$ cat config.mk
export PLATFORM = sky130hd
export DESIGN_NAME = adcc_ctrl
export DESIGN_NICKNAME = d
export VERILOG_FILES = /design/src/hw/adcc_format.v /design/src/hw/adcc_ctrl.v
export VERILOG_INCLUDE_DIRS = /design/src /design/src/pkg
export SDC_FILE = /design/constraint.sdc
export NUM_CORES = 1
export LEC_CHECK = 0
export ABC_CLOCK_PERIOD_IN_PS = 2100
export BUFFER_PORTS_ARGS = -buffer_cell sky130_fd_sc_hd__buf_4
export CAP_MARGIN = 30
export CORE_MARGIN = 3
export CORE_UTILIZATION = 30
export CTS_BUF_LIST = sky130_fd_sc_hd__clkbuf_4
export DETAILED_ROUTE_END_ITERATION = 6
export PLACE_DENSITY_LB_ADDON = 0.15
export SLEW_MARGIN = 10
export SYNTH_ARGS = -nofsm -noshare
export SYNTH_HDL_FRONTEND = slang
export SYNTH_SLANG_ARGS = --single-unit
$ cat constraint.sdc
create_clock -name aclk -period 2.1 [get_ports aclk]
set_input_delay 0.21 -clock aclk [delete_from_list [all_inputs] [get_ports aclk]]
set_output_delay 0.21 -clock aclk [all_outputs]
set_load 0.02 [all_outputs]
$ cat src/pkg/adcc_defines.vh
`ifndef ADCC_DEFINES_VH
`define ADCC_DEFINES_VH

// ----------------------------------------------------------------
// register byte offsets
// ----------------------------------------------------------------
`define ADCC_OFF_CONTROL_ONE  4'h0
`define ADCC_OFF_RESULT       4'h4
`define ADCC_OFF_DMA_ADDR     4'h8
`define ADCC_OFF_INT_STATUS   4'hc
`define ADCC_OFF_INT_MASK     5'h10
`define ADCC_OFF_DMA_CONFIG   5'h14

// ----------------------------------------------------------------
// control one field positions
// ----------------------------------------------------------------
`define ADCC_BIT_CONVERTER_ON    15
`define ADCC_BIT_RSVD_14         14
`define ADCC_BIT_HALT_WHEN_IDLE  13
`define ADCC_BIT_DMA_BUILD_ORDER 12
`define ADCC_BIT_RSVD_11         11
`define ADCC_BIT_TWELVE_BIT      10
`define ADCC_BIT_FORMAT_HI       9
`define ADCC_BIT_FORMAT_LO       8
`define ADCC_BIT_TRIG_HI         7
`define ADCC_BIT_TRIG_LO         5
`define ADCC_BIT_TRIG_GROUP      4
`define ADCC_BIT_SIM_SAMPLING    3
`define ADCC_BIT_AUTO_SAMPLE     2
`define ADCC_BIT_SAMPLING        1
`define ADCC_BIT_DONE            0

// ----------------------------------------------------------------
// reset values and formats
// ----------------------------------------------------------------
`define ADCC_RST_CONTROL_ONE  16'h0000
`define ADCC_RST_INT_MASK     2'h0
`define ADCC_RST_DMA_CONFIG   3'h0
`define ADCC_RESULT_FORMAT_INTEGER     2'h0
`define ADCC_RESULT_FORMAT_SIGNED_INT  2'h1
`define ADCC_RESULT_FORMAT_FRACTION    2'h2
`define ADCC_RESULT_FORMAT_SIGNED_FRAC 2'h3

// ----------------------------------------------------------------
// interrupt status bits and bus answers
// ----------------------------------------------------------------
`define ADCC_INT_DONE    0
`define ADCC_INT_SAMPLE  1
`define ADCC_RESP_OKAY   2'h0
`define ADCC_RESP_SLVERR 2'h2

`endif

$ cat src/hw/adcc_format.v
`timescale 1ns/1ps
`default_nettype none
`include "adcc_defines.vh"

module adcc_format (
    // raw result and mode
    input  wire [11:0] raw_result,
    input  wire        twelve_bit,
    input  wire [1:0]  format_code,
    // formatted word
    output reg  [15:0] formatted
);

    always @* begin
        formatted = 16'h0000;
        if (twelve_bit) begin
            case (format_code)
                `ADCC_RESULT_FORMAT_SIGNED_FRAC: formatted = {~raw_result[11], raw_result[10:0], 4'h0};
                `ADCC_RESULT_FORMAT_FRACTION:    formatted = {raw_result, 4'h0};
                `ADCC_RESULT_FORMAT_SIGNED_INT:  formatted = {{5{~raw_result[11]}}, raw_result[10:0]};
                default:                formatted = {4'h0, raw_result};
            endcase
        end else begin
            case (format_code)
                `ADCC_RESULT_FORMAT_SIGNED_FRAC: formatted = {~raw_result[9], raw_result[8:0], 6'h00};
                `ADCC_RESULT_FORMAT_FRACTION:    formatted = {raw_result[9:0], 6'h00};
                `ADCC_RESULT_FORMAT_SIGNED_INT:  formatted = {{7{~raw_result[9]}}, raw_result[8:0]};
                default:                formatted = {6'h00, raw_result[9:0]};
            endcase
        end
    end

endmodule
`default_nettype wire

$ cat src/hw/adcc_ctrl.v
// Design decisions made here: the address map and register access over AXI4-Lite.
`timescale 1ns/1ps
`default_nettype none
`include "adcc_defines.vh"

// Notes on behaviour
// - enable bit 15 runs the converter
// - bit 13 halts converter during idle
// - bit 12 set: dma gets buffer address
// - bit 12 clear: scatter/gather dma address
// - bit 10 selects 12-bit single channel
// - 10-bit left formats, optional msb invert
// - 10-bit right formats, zero or inverted fill
// - 12-bit left formats, optional msb invert
// - 12-bit right formats, zero or inverted fill
// - bits 14, 11 read zero; reset zero
// - done set by hardware, cleared by zero
// - auto-sample restarts sampling after conversion
module adcc_ctrl #(
    parameter BUF_PTR_W = 4,
    parameter ADDR_W    = 11
) (
    // clock and reset
    input  wire              aclk,
    input  wire              aresetn,
    // axi4-lite write address
    input  wire              s_axi_awvalid,
    output reg               s_axi_awready,
    input  wire [7:0]        s_axi_awaddr,
    // axi4-lite write data
    input  wire              s_axi_wvalid,
    output reg               s_axi_wready,
    input  wire [31:0]       s_axi_wdata,
    input  wire [3:0]        s_axi_wstrb,
    // axi4-lite write response
    output reg               s_axi_bvalid,
    input  wire              s_axi_bready,
    output reg  [1:0]        s_axi_bresp,
    // axi4-lite read
    input  wire              s_axi_arvalid,
    output reg               s_axi_arready,
    input  wire [7:0]        s_axi_araddr,
    output reg               s_axi_rvalid,
    input  wire              s_axi_rready,
    output reg  [31:0]       s_axi_rdata,
    output reg  [1:0]        s_axi_rresp,
    // conversion engine
    input  wire              idle_mode,
    input  wire              conv_start,
    input  wire              conv_end,
    input  wire [11:0]       conv_result,
    input  wire [5:0]        conv_channel,
    output reg               converter_run_ff,
    output reg               sampling_active_ff,
    output reg               twelve_bit_select_ff,
    output reg  [4:0]        trigger_cfg_ff,
    // results and dma
    output reg  [15:0]       result_ff,
    output reg  [ADDR_W-1:0] dma_addr_ff,
    output reg               dma_req_ff,
    // interrupt
    output reg               irq_ff
);

    // ----------------------------------------------------------------
    // state
    // ----------------------------------------------------------------
    reg  [15:0]          ctrl_ff;
    reg  [1:0]           int_status_ff;
    reg  [1:0]           int_mask_ff;
    reg  [2:0]           dma_size_ff;
    reg  [BUF_PTR_W-1:0] buf_ptr_ff;
    reg  [7:0]           aw_addr_ff;
    reg                  aw_held_ff;
    reg  [31:0]          w_data_ff;
    reg  [3:0]           w_strb_ff;
    reg                  w_held_ff;
    wire [15:0]          fmt_word;
    wire                 running;
    wire                 end_evt;
    wire                 start_evt;
    wire                 do_write;
    reg  [15:0]          nxt_ctrl;
    reg  [1:0]           nxt_status;
    reg  [ADDR_W-1:0]    nxt_dma_addr;
    reg  [31:0]          rd_word;
    reg                  rd_hit;
    wire                 lo_en;
    wire                 hi_en;
    wire [ADDR_W-1:0]    chan_base;
    wire [16:0]          chan_wide;

    assign running   = ctrl_ff[`ADCC_BIT_CONVERTER_ON]
                     & ~(ctrl_ff[`ADCC_BIT_HALT_WHEN_IDLE] & idle_mode);
    assign end_evt   = conv_end & running;
    assign start_evt = conv_start & running;
    assign do_write  = aw_held_ff & w_held_ff & ~s_axi_bvalid;
    // writes above the map must not alias onto it
    assign lo_en     = do_write & w_strb_ff[0] & (aw_addr_ff[7:5] == 3'h0);
    assign hi_en     = do_write & w_strb_ff[1] & (aw_addr_ff[7:5] == 3'h0);

    adcc_format u_format (
        .raw_result  (conv_result),
        .twelve_bit  (ctrl_ff[`ADCC_BIT_TWELVE_BIT]),
        .format_code (ctrl_ff[`ADCC_BIT_FORMAT_HI:`ADCC_BIT_FORMAT_LO]),
        .formatted   (fmt_word)
    );

    // ----------------------------------------------------------------
    // control register next value
    // ----------------------------------------------------------------
    always @* begin
        nxt_ctrl = ctrl_ff;
        if (aw_addr_ff[4:0] == {1'b0, `ADCC_OFF_CONTROL_ONE}) begin
            if (hi_en) begin
                nxt_ctrl[15:8] = w_data_ff[15:8];
            end
            if (lo_en) begin
                nxt_ctrl[7:1] = w_data_ff[7:1];
                if (!w_data_ff[`ADCC_BIT_DONE]) begin
                    nxt_ctrl[`ADCC_BIT_DONE] = 1'b0;
                end
            end
        end
        nxt_ctrl[`ADCC_BIT_RSVD_14] = 1'b0;
        nxt_ctrl[`ADCC_BIT_RSVD_11] = 1'b0;
        // done clears as a conversion begins
        if (start_evt) begin
            nxt_ctrl[`ADCC_BIT_DONE]     = 1'b0;
            nxt_ctrl[`ADCC_BIT_SAMPLING] = 1'b0;
        end
        if (end_evt) begin
            nxt_ctrl[`ADCC_BIT_DONE] = 1'b1;
            if (ctrl_ff[`ADCC_BIT_AUTO_SAMPLE]) begin
                nxt_ctrl[`ADCC_BIT_SAMPLING] = 1'b1;
            end
        end
    end

    // ----------------------------------------------------------------
    // interrupt status next value
    // ----------------------------------------------------------------
    always @* begin
        nxt_status = int_status_ff;
        if (lo_en && aw_addr_ff[4:0] == {1'b0, `ADCC_OFF_INT_STATUS}) begin
            nxt_status = int_status_ff & ~w_data_ff[1:0];
        end
        if (end_evt) begin
            nxt_status[`ADCC_INT_DONE] = 1'b1;
        end
        if (end_evt && ctrl_ff[`ADCC_BIT_AUTO_SAMPLE]) begin
            nxt_status[`ADCC_INT_SAMPLE] = 1'b1;
        end
    end

    // ----------------------------------------------------------------
    // dma address
    // ----------------------------------------------------------------
    // wide enough for a 6-bit index shifted by 7; ADDR_W up to 17
    assign chan_wide = {11'h000, conv_channel} << dma_size_ff;
    assign chan_base = chan_wide[ADDR_W-1:0];

    always @* begin
        if (ctrl_ff[`ADCC_BIT_DMA_BUILD_ORDER]) begin
            nxt_dma_addr = {{(ADDR_W-BUF_PTR_W){1'b0}}, buf_ptr_ff};
        end else begin
            nxt_dma_addr = chan_base;
        end
    end

    // ----------------------------------------------------------------
    // block registers
    // ----------------------------------------------------------------
    always @(posedge aclk) begin
        if (!aresetn) begin
            ctrl_ff              <= `ADCC_RST_CONTROL_ONE;
            int_status_ff        <= 2'h0;
            int_mask_ff          <= `ADCC_RST_INT_MASK;
            dma_size_ff          <= `ADCC_RST_DMA_CONFIG;
            buf_ptr_ff           <= {BUF_PTR_W{1'b0}};
            converter_run_ff     <= 1'b0;
            sampling_active_ff   <= 1'b0;
            twelve_bit_select_ff <= 1'b0;
            trigger_cfg_ff       <= 5'h00;
            result_ff            <= 16'h0000;
            dma_addr_ff          <= {ADDR_W{1'b0}};
            dma_req_ff           <= 1'b0;
            irq_ff               <= 1'b0;
        end else begin
            ctrl_ff       <= nxt_ctrl;
            int_status_ff <= nxt_status;
            if (lo_en && aw_addr_ff[4:0] == `ADCC_OFF_INT_MASK) begin
                int_mask_ff <= w_data_ff[1:0];
            end
            if (lo_en && aw_addr_ff[4:0] == `ADCC_OFF_DMA_CONFIG) begin
                dma_size_ff <= w_data_ff[2:0];
            end
            converter_run_ff     <= running;
            sampling_active_ff   <= nxt_ctrl[`ADCC_BIT_SAMPLING];
            twelve_bit_select_ff <= nxt_ctrl[`ADCC_BIT_TWELVE_BIT];
            trigger_cfg_ff       <= nxt_ctrl[`ADCC_BIT_TRIG_HI:`ADCC_BIT_SIM_SAMPLING];
            dma_req_ff           <= end_evt;
            if (end_evt) begin
                result_ff   <= fmt_word;
                dma_addr_ff <= nxt_dma_addr;
                buf_ptr_ff  <= buf_ptr_ff + 1'b1;
            end
            if (!running) begin
                buf_ptr_ff <= {BUF_PTR_W{1'b0}};
            end
            irq_ff <= |(nxt_status & int_mask_ff);
        end
    end

    // ----------------------------------------------------------------
    // axi4-lite write channel
    // ----------------------------------------------------------------
    always @(posedge aclk) begin
        if (!aresetn) begin
            aw_held_ff    <= 1'b0;
            w_held_ff     <= 1'b0;
            aw_addr_ff    <= 8'h00;
            w_data_ff     <= 32'h0000_0000;
            w_strb_ff     <= 4'h0;
            s_axi_awready <= 1'b0;
            s_axi_wready  <= 1'b0;
            s_axi_bvalid  <= 1'b0;
            s_axi_bresp   <= `ADCC_RESP_OKAY;
        end else begin
            s_axi_awready <= ~aw_held_ff & ~(s_axi_awvalid & s_axi_awready)
                           & ~s_axi_bvalid;
            s_axi_wready  <= ~w_held_ff & ~(s_axi_wvalid & s_axi_wready)
                           & ~s_axi_bvalid;
            if (s_axi_awvalid && s_axi_awready) begin
                aw_held_ff <= 1'b1;
                aw_addr_ff <= s_axi_awaddr;
            end
            if (s_axi_wvalid && s_axi_wready) begin
                w_held_ff <= 1'b1;
                w_data_ff <= s_axi_wdata;
                w_strb_ff <= s_axi_wstrb;
            end
            if (do_write) begin
                aw_held_ff   <= 1'b0;
                w_held_ff    <= 1'b0;
                s_axi_bvalid <= 1'b1;
                s_axi_bresp  <= (aw_addr_ff[1:0] == 2'h0 && aw_addr_ff <= 8'h14)
                              ? `ADCC_RESP_OKAY : `ADCC_RESP_SLVERR;
            end else if (s_axi_bvalid && s_axi_bready) begin
                s_axi_bvalid <= 1'b0;
            end
        end
    end

    // ----------------------------------------------------------------
    // read decode
    // ----------------------------------------------------------------
    always @* begin
        rd_word = 32'h0000_0000;
        rd_hit  = 1'b1;
        case (s_axi_araddr)
            {4'h0, `ADCC_OFF_CONTROL_ONE}: begin
                rd_word[15:0] = ctrl_ff;
                // simultaneous sampling reads zero in 12-bit mode
                if (ctrl_ff[`ADCC_BIT_TWELVE_BIT]) begin
                    rd_word[`ADCC_BIT_SIM_SAMPLING] = 1'b0;
                end
            end
            {4'h0, `ADCC_OFF_RESULT}:     rd_word[15:0] = result_ff;
            {4'h0, `ADCC_OFF_DMA_ADDR}:   rd_word[ADDR_W-1:0] = dma_addr_ff;
            {4'h0, `ADCC_OFF_INT_STATUS}: rd_word[1:0] = int_status_ff;
            {3'h0, `ADCC_OFF_INT_MASK}:   rd_word[1:0] = int_mask_ff;
            {3'h0, `ADCC_OFF_DMA_CONFIG}: rd_word[2:0] = dma_size_ff;
            default:                      rd_hit = 1'b0;
        endcase
    end

    // ----------------------------------------------------------------
    // axi4-lite read channel
    // ----------------------------------------------------------------
    always @(posedge aclk) begin
        if (!aresetn) begin
            s_axi_arready <= 1'b0;
            s_axi_rvalid  <= 1'b0;
            s_axi_rdata   <= 32'h0000_0000;
            s_axi_rresp   <= `ADCC_RESP_OKAY;
        end else begin
            s_axi_arready <= ~s_axi_rvalid & ~(s_axi_arvalid & s_axi_arready);
            if (s_axi_arvalid && s_axi_arready) begin
                s_axi_rvalid <= 1'b1;
                s_axi_rdata  <= rd_word;
                s_axi_rresp  <= rd_hit ? `ADCC_RESP_OKAY : `ADCC_RESP_SLVERR;
            end else if (s_axi_rvalid && s_axi_rready) begin
                s_axi_rvalid <= 1'b0;
            end
        end
    end

endmodule
`default_nettype wire

## Word level (Yosys, flattened, before mapping)

Index checks and enable logic that the tools add are counted.

- Bits in registers: 115
- Input port bits: 80
- Logic and storage cells: 127

- Add/sub/neg operators: 1
- Order comparisons: 1
- Equal/unequal tests: 12
- Shift-type cells: 1
- Muxes and demuxes: 26
- Bitwise operators: 32
- Reductions and logical operators: 25

Operators by type and width:

| kind | count |
|---|---|
| 16-bit case mux with 3 select lines | 2 |
| 8-bit case mux with 3 select lines | 1 |
| 11-bit two-way mux | 2 |
| 1-bit AND | 18 |
| 8-bit by 4-bit == test with 1-bit output (second input constant) | 2 |
| 8-bit by 5-bit == test with 1-bit output (second input constant) | 2 |
| 16-bit two-way mux | 1 |
| 2-bit case mux with 6 select lines | 1 |
| 1-bit NOT | 11 |
| 6-bit by 3-bit left shift with 11-bit output | 1 |
| 5-bit == test (second input constant) | 2 |
| 1-bit logical AND | 10 |
| 1-bit two-way mux | 10 |
| 2-bit two-way mux | 5 |
| 5-bit case mux with 2 select lines | 1 |
| 8-bit by 3-bit == test with 1-bit output (second input constant) | 1 |
| 8-bit by 5-bit less-or-equal comparator with 1-bit output (second input constant) | 1 |
| 8-bit logical NOT | 1 |
| 8-bit two-way mux | 1 |
| 2-bit AND reduction | 3 |
| 3-bit nonzero test | 2 |
| 6-bit OR reduction | 1 |
| 5-bit by 4-bit == test with 1-bit output (second input constant) | 1 |
| 5-bit logical NOT | 1 |
| 13 further kinds | 17 |

## Logic depth before layout (Yosys ltp)

Gate-level depths: netlist of run 1.

- Depth after elaboration: 9
- Gate-level depth with buffers: 6
- Gate-level depth less buffers: 4

## Cells and area by module

A second synthesis of run 1 with hierarchy kept.

- Cell total of the unflattened synthesis: 581
- Area total of the unflattened synthesis: 4942.2 µm²

Modules (own cells, without submodules):

| module | instances | cells an instance | area an instance (µm²) | seq. area each (µm²) |
|---|---|---|---|---|
| adcc_ctrl | 1 | 537 | 4605.7 | 2082.0 |
| adcc_format | 1 | 44 | 336.6 | 0.0 |

## Least setup slack after synthesis of run 1

OpenSTA, ideal clock, no wires.

- Path kind: flip-flop to flip-flop
- Start point: register aw_addr_ff[0]
- End point: register ctrl_ff[1]
- Arrival time: 1.806 ns
- Path slack: 0.171 ns
- Cell stages (with the launch flop): 7
- Path buffers: 2
- Clock period less this slack: 1.929 ns
- Cells stage by stage: dfxtp_1 or4_4 buf_6 or4_4 buf_6 mux2i_1 o22ai_1

- Longest elaborated chain between the ends: 5

Ends and longest elaborated chain:

| what | line | RTL |
|---|---|---|
| start, declared | adcc_ctrl.v:73 | `reg [7:0] aw_addr_ff;` |
| start signal, assigned | adcc_ctrl.v:236 | `aw_addr_ff <= s_axi_awaddr;` |
| 5-bit logical NOT (*) | adcc_ctrl.v:114 | `` if (aw_addr_ff[4:0] == {1'b0, `ADCC_OFF_CONTROL_ONE}) begin `` |
| 11-bit two-way mux (*) | adcc_ctrl.v:114 |  |
| 2-bit two-way mux (*) | adcc_ctrl.v:128 | `if (start_evt) begin` |
| 1-bit two-way mux | adcc_ctrl.v:134 | `` if (ctrl_ff[`ADCC_BIT_AUTO_SAMPLE]) begin `` |
| 2-bit two-way mux (*) | adcc_ctrl.v:132 | `if (end_evt) begin` |
| end signal, assigned | adcc_ctrl.v:176 | `` ctrl_ff <= `ADCC_RST_CONTROL_ONE; `` |
| end signal, assigned | adcc_ctrl.v:190 | `ctrl_ff <= nxt_ctrl;` |
| end, declared | adcc_ctrl.v:68 | `reg [15:0] ctrl_ff;` |

Every way passes the cells marked *; elsewhere a longest branch is shown, timed or not. The select of a mux whose other input is x is not followed.
A chain may end at the register's enable or synchronous reset.

## Final worst setup path of run 1

Ends and elaborated chain as after synthesis.

==> results.toml, run 1 <==
[sta]
period_needed_ns = 1.97
skew_ns = 0.0173
worstMarginPinSlew_ns = 0.849
hold_violations = 0
maxSlewViolCount = 0
setup_slack_ns = 0.129
period_share_pct = 93.8
rsz0062_at_grt = "no"
fmax_mhz = 507
fin_tns_setup_ns = 0
slew_headroom_pct = 43.4
setup_viol = 0

[route]
first_pass_iters = 4
drc_errors = 0
wl_met1_um = 6810
route.met2.wl_um = 6620
drt-total-wl_um = 14700
vias_per_cell = 4.90
top_layer_used = "met4"
wl_met3_um = 1060
avgRoutedWirePerCell_um = 16.2
antenna_left = 0
drt-initial-drc-count = 350
vias = 4442

[clock_tree]
root_buffer = "clkbuf_4"
post_cts_buffers = 0
h-tree-depth = 3
cts_tree = "done"
path_clk_slew_ns = 0.16
cts_made_buffers = 9
cts.sinks = 104
clock_latency_ns = 0.47
ctsLongestPathBuffers = 2

[worst_hold_path]
min_from = "conv_result[7]"
hold_class = "primary input to register"
holdPathStages = 3
hold_end = "result_ff[7]"

[critical_path]
worst_r2r_path_depth = 4
cp.required_ns = 2.46
worst-setup-path-type = "register to register"
r2r_slack_ns = 0.13
r2r-end = "ctrl_ff[1]"
crit_path_end_kind = "register"
slowest_delay_ns = 0.65
cp_slowest_cell = "or4_4"
cp_num_buf_inv = 0
crit_chain = "or4_4, or4_4, mux2i_1, o22ai_1"
cp-start-kind = "register"
crit_family = "simple AND/OR/NAND/NOR gates"
arrival_ns = 2.33
critPathMaxFanout = 8
crit_top_cell = "or4_4"
r2r-start = "aw_addr_ff[0]"

[status]
status = "completed"

[logic_synthesis]
netlist_instances = 558
synth_area_sq_um = 4830
synth_commonest_cells = "dfxtp_1 (104), nand2_1 (79), a21oi_1 (47), nor2_1 (46), mux2i_1 (45)"
synth_top_cell_area_share_pct = 43.1
yosysMostFrequentCell = "dfxtp_1"
synth-edff-count = 0
yosys-top-cells-area = "dfxtp_1 (43%), mux2i_1 (9.3%), nand2_1 (6.1%)"
synth-seq-cells = 104
syn_avg_cell_area_sq_um = 8.66
synthArstFlopShare_pct = 0
ys.flop_type = "dfxtp_1"
seq_area_frac_synth_pct = 43.1
yosysUniqueCellTypes = 56
synth_top_area_cell = "dfxtp_1"
synth_warnings = 0

[die]
coreArea_sq_um = 15500
die_w_um = 133
die_area_sq_um = 17700
io_pins = 158
fp.dieH_um = 133
initial_core_util_pct = 31.2
rows = 45

[grt]
grt-ovfl-total = 0
antenna_found_initial = 0
track_usage_pct = 16.2
grt_pass1_wl_um = 22900
grt_max_degree = 45
grt_pass1_vias = 4287

[finish]
area_growth_pct = 30.7
nFillCells = 1602
diodes = 0
nets = 772
layout-drive-gt1-share_pct = 24.3
fin_area_sq_um = 6310

[power]
ir_worst_vdd_v = 0.000292
power_density_nw_per_um2 = 547
p_leak_uw = 0.00248

[placed_design]
place_ws_ns = 0.120
placed_area_sq_um = 5870
io_buffer_count = 119
gp_congestion = 0.826
place_hpwl_um = 11100

[flow_run]
drv_cap = 0
## per-stage QoR
stage / cells / total power, uW / util (%) / hold slack, ns
after floorplan: 575 / 2300 / - / 0.346
after global placement: 860 / 2430 / 37.9 / 0.447
after detailed placement: 860 / 2430 / 37.9 / 0.448
after CTS: 904 / 3510 / 40.6 / 0.00140
after global routing: 906 / 3610 / 40.8 / 0.0153
final: 906 / 3450 / 40.8 / 0.0684
## what timing repair did
| action | CTS | global route |
|---|---|---|
| endpoints found under the setup margin | 0 | 1 |
| gates resized for setup | 0 | 1 |
| hold buffers | 29 | 2 |
| endpoints found under the hold margin | 28 | 2 |
## logic make-up (layout without fill, tap and decap cells)
kind of cell	count (synthesis)	in the layout	share of synthesized area, %
buffers and inverters	72	192	7.69
AOI/OAI and AO/OA	117	117	15.8
adders and majority gates	1	1	0.259
and+or+nand+nor	207	207	21.3
other	1	18	0.0776
muxes	52	52	11.0
DFF	104	104	43.1
xor gates and xnor gates	4	4	0.726
## cell usage in the layout (no fill, tap or decap), drive strengths merged, types with 5 or more instances in the layout
cell         Yosys  layout
nor4             6       6
conb             1      18
a21oi           47      47
dlygate4sd3      0      31
nand3           17      17
o21ai           15      15
o211ai          13      13
mux2             7       7
nor3b            5       5
a32oi            7       7
nand4            9       9
a221oi           8       8
buf             33     137
nand3b           7       7
nand2b           8       8
mux2i           45      45
nand2           79      79
nor2            46      46
dfxtp          104     104
clkbuf          30      11
nor3             6       6
inv              9       9
## final cells by class
class,count,area (sq um),share of cell area (%)
tap,211,264,4.18
inverter,9,33.8,0.535
clock inverter,4,46.3,0.733
clock buffer,11,82.6,1.31
timing repair buffer,168,1350,21.4
multi-input combinational,399,2450,38.9
sequential,104,2080,33.0
## worst max path at each step
stage                             start                 to  depth (start not counted)
final                     aw_addr_ff[0]         ctrl_ff[1]                          4
after global routing      aw_addr_ff[2]  trigger_cfg_ff[1]                          4
after CTS                 aw_addr_ff[0]             irq_ff                          4
after detailed placement  aw_addr_ff[0]             irq_ff                          4
after global placement    aw_addr_ff[0]             irq_ff                          4
after floorplan           aw_addr_ff[0]         ctrl_ff[1]                          6
## registers in the layout, summed over array words and instances (netlist names), 2 cells and up
name / flops
aw_addr_ff: 8
buf_ptr_ff: 4
ctrl_ff: 9
dma_addr_ff: 11
dma_size_ff: 3
int_mask_ff: 2
int_status_ff: 2
result_ff: 16
s_axi_rdata: 16
trigger_cfg_ff: 4
w_data_ff: 14
w_strb_ff: 2
## tightest hold or removal path, cell delays in order
cell      delay [ns]
buf_4           0.10
o211ai_1        0.08
a21oi_1         0.12
## per-layer routing
| metal | up-vias | global-route usage [%] |
|---|---|---|
| met5 | - | 0 |
| met4 | 0 | 3.52 |
| met3 | 12 | 5.89 |
| met2 | 145 | 25.3 |
| met1 | 2070 | 21.5 |
| li1 | 2215 | - |
## report_power, final
| part | internal (uW) | leakage [uW] | switching [uW] | total, uW |
|---|---|---|---|---|
| Sequential | 2010 | 0.000841 | 29.2 | 2040 |
| Combinational | 182 | 0.00157 | 218 | 400 |
| Clock | 379 | 0.0000704 | 637 | 1020 |
| Total | 2570 | 0.00248 | 884 | 3450 |
Note: power is estimated with default switching activity, not from simulation.
==> run 2: changes to the inputs <==
CORE_ASPECT_RATIO = 0.9   (was default)
==> run 2 against run 1 <==
Effect of this change:
- clock skew is 0.0023 ns higher
- worst setup slack improved by 0.0038 ns
- clock power grew 5%
- via count fell by 1.0%
- wire length about the same
- utilization shrank 0.22 points
- fmax is 0.19% higher
- cell count fell by 0.66%
==> results.toml, run 2 (synthesis gave the netlist of run 1 again) <==
[sta]
period_share_pct = 93.7
skew_ns = 0.0196
maxSlewViolCount = 0
period_needed_ns = 1.97
worstMarginPinSlew_ns = 0.807
fmax_mhz = 508
hold_violations = 0
setup_viol = 0
slew_headroom_pct = 46.2
holdWs_ns = 0.0588
fin_tns_setup_ns = 0
rsz0062_at_grt = "no"

[worst_hold_path]
min_from = "conv_start"
hold_class = "primary input to register"

[finish]
layout-drive-gt1-share_pct = 24.5
diodes = 0
layout_common_cells = "buf_4 (137), dfxtp_1 (104), nand2_1 (79)"
nets = 774
area_growth_pct = 31.0
final_cells = 900
final_common_cell = "buf_4"
multi_input_comb_area_sq_um = 2450
nFillCells = 1615
reg_top3 = "result_ff: 16 flops, s_axi_rdata: 16 flops, w_data_ff: 14 flops"
seqCellArea_sq_um = 2080

[grt]
grt_max_degree = 45
grt-ovfl-total = 0
antenna_found_initial = 0
track_usage_pct = 16.4
grt_pass1_vias = 4270
grt_pass1_wl_um = 23200

[critical_path]
r2r_slack_ns = 0.13
arrival_ns = 2.33
crit_path_end_kind = "register"
worst-setup-path-type = "register to register"
critPathMaxFanout = 8
r2r-start = "aw_addr_ff[2]"
cp-start-kind = "register"
crit_start = "aw_addr_ff[2]"
cp.required_ns = 2.47

[flow_run]
drv_cap = 0

[clock_tree]
clock_latency_ns = 0.48
post_cts_buffers = 0
ctsLongestPathBuffers = 2
postCtsResizedCells = 0
cts.sinks = 104
ctsHoldBuffers = 32
h-tree-depth = 3
cts_made_buffers = 9
path_clk_slew_ns = 0.17
root_buffer = "clkbuf_4"
cts_tree = "done"

[route]
vias = 4396
first_pass_iters = 4
avgRoutedWirePerCell_um = 16.3
antenna_left = 0
vias_per_cell = 4.88
drt-total-wl_um = 14700
drc_errors = 0
drt-initial-drc-count = 276

[die]
fp.dieH_um = 126
io_pins = 158
rows = 43
initial_core_util_pct = 31.0
die_area_sq_um = 17700
die_w_um = 140
coreArea_sq_um = 15600

[status]
status = "completed"

[placed_design]
place_hpwl_um = 11100
dp_cells = 852
gp_congestion = 0.826
io_buffer_count = 119

[power]
p_leak_uw = 0.00249
power_density_nw_per_um2 = 555
ir_worst_vdd_v = 0.000416
-- run 2: metrics by stage --
step | total power (uW) | cell area (sq um) | utilization, % | setup slack [ns]
floorplan | 2300 | 4890 | - | 0.171
global placement | 2430 | 5860 | 37.6 | 0.183
detailed placement | 2440 | 5860 | 37.6 | 0.150
CTS | 3550 | 6330 | 40.5 | 0.138
global route | 3680 | 6330 | 40.5 | 0.0652
finish | 3510 | 6330 | 40.5 | 0.133
-- run 2: worst paths after layout --
check / to / cells past startpoint
worst max-delay path: trigger_cfg_ff[2] / 4
worst min-delay path: ctrl_ff[1] / 4
worst max register to register: trigger_cfg_ff[2] / 4
worst min register to register: s_axi_arready / 1
-- run 2: layout make-up --
class	instances	area share (%)
tap	202	4.00
sequential	104	32.9
clock buffer	10	1.19
clock inverter	6	1.07
multi-input combinational	399	38.7
inverter	9	0.534
timing repair buffer	170	21.6
-- run 2: routing by layer --
layer	track usage (%)	part of all wire, %	vias to the layer above
li1	-	-	2217
met1	23.1	49	2027
met2	24.9	43	143
met3	5.47	7.1	9
met4	2.96	0.78	0
met5	0	0	-
-- run 2: worst max-delay path, cell delays in order (launching register included) --
cell and delay, ns:
dfxtp_1 0.38, or4b_2 0.68, or4_4 0.54, mux2i_1 0.19
nor2_1 0.06
-- run 2: power breakdown --
part	internal, uW	switching [uW]
Combinational	184	217
Clock	383	689
Sequential	2010	29.7
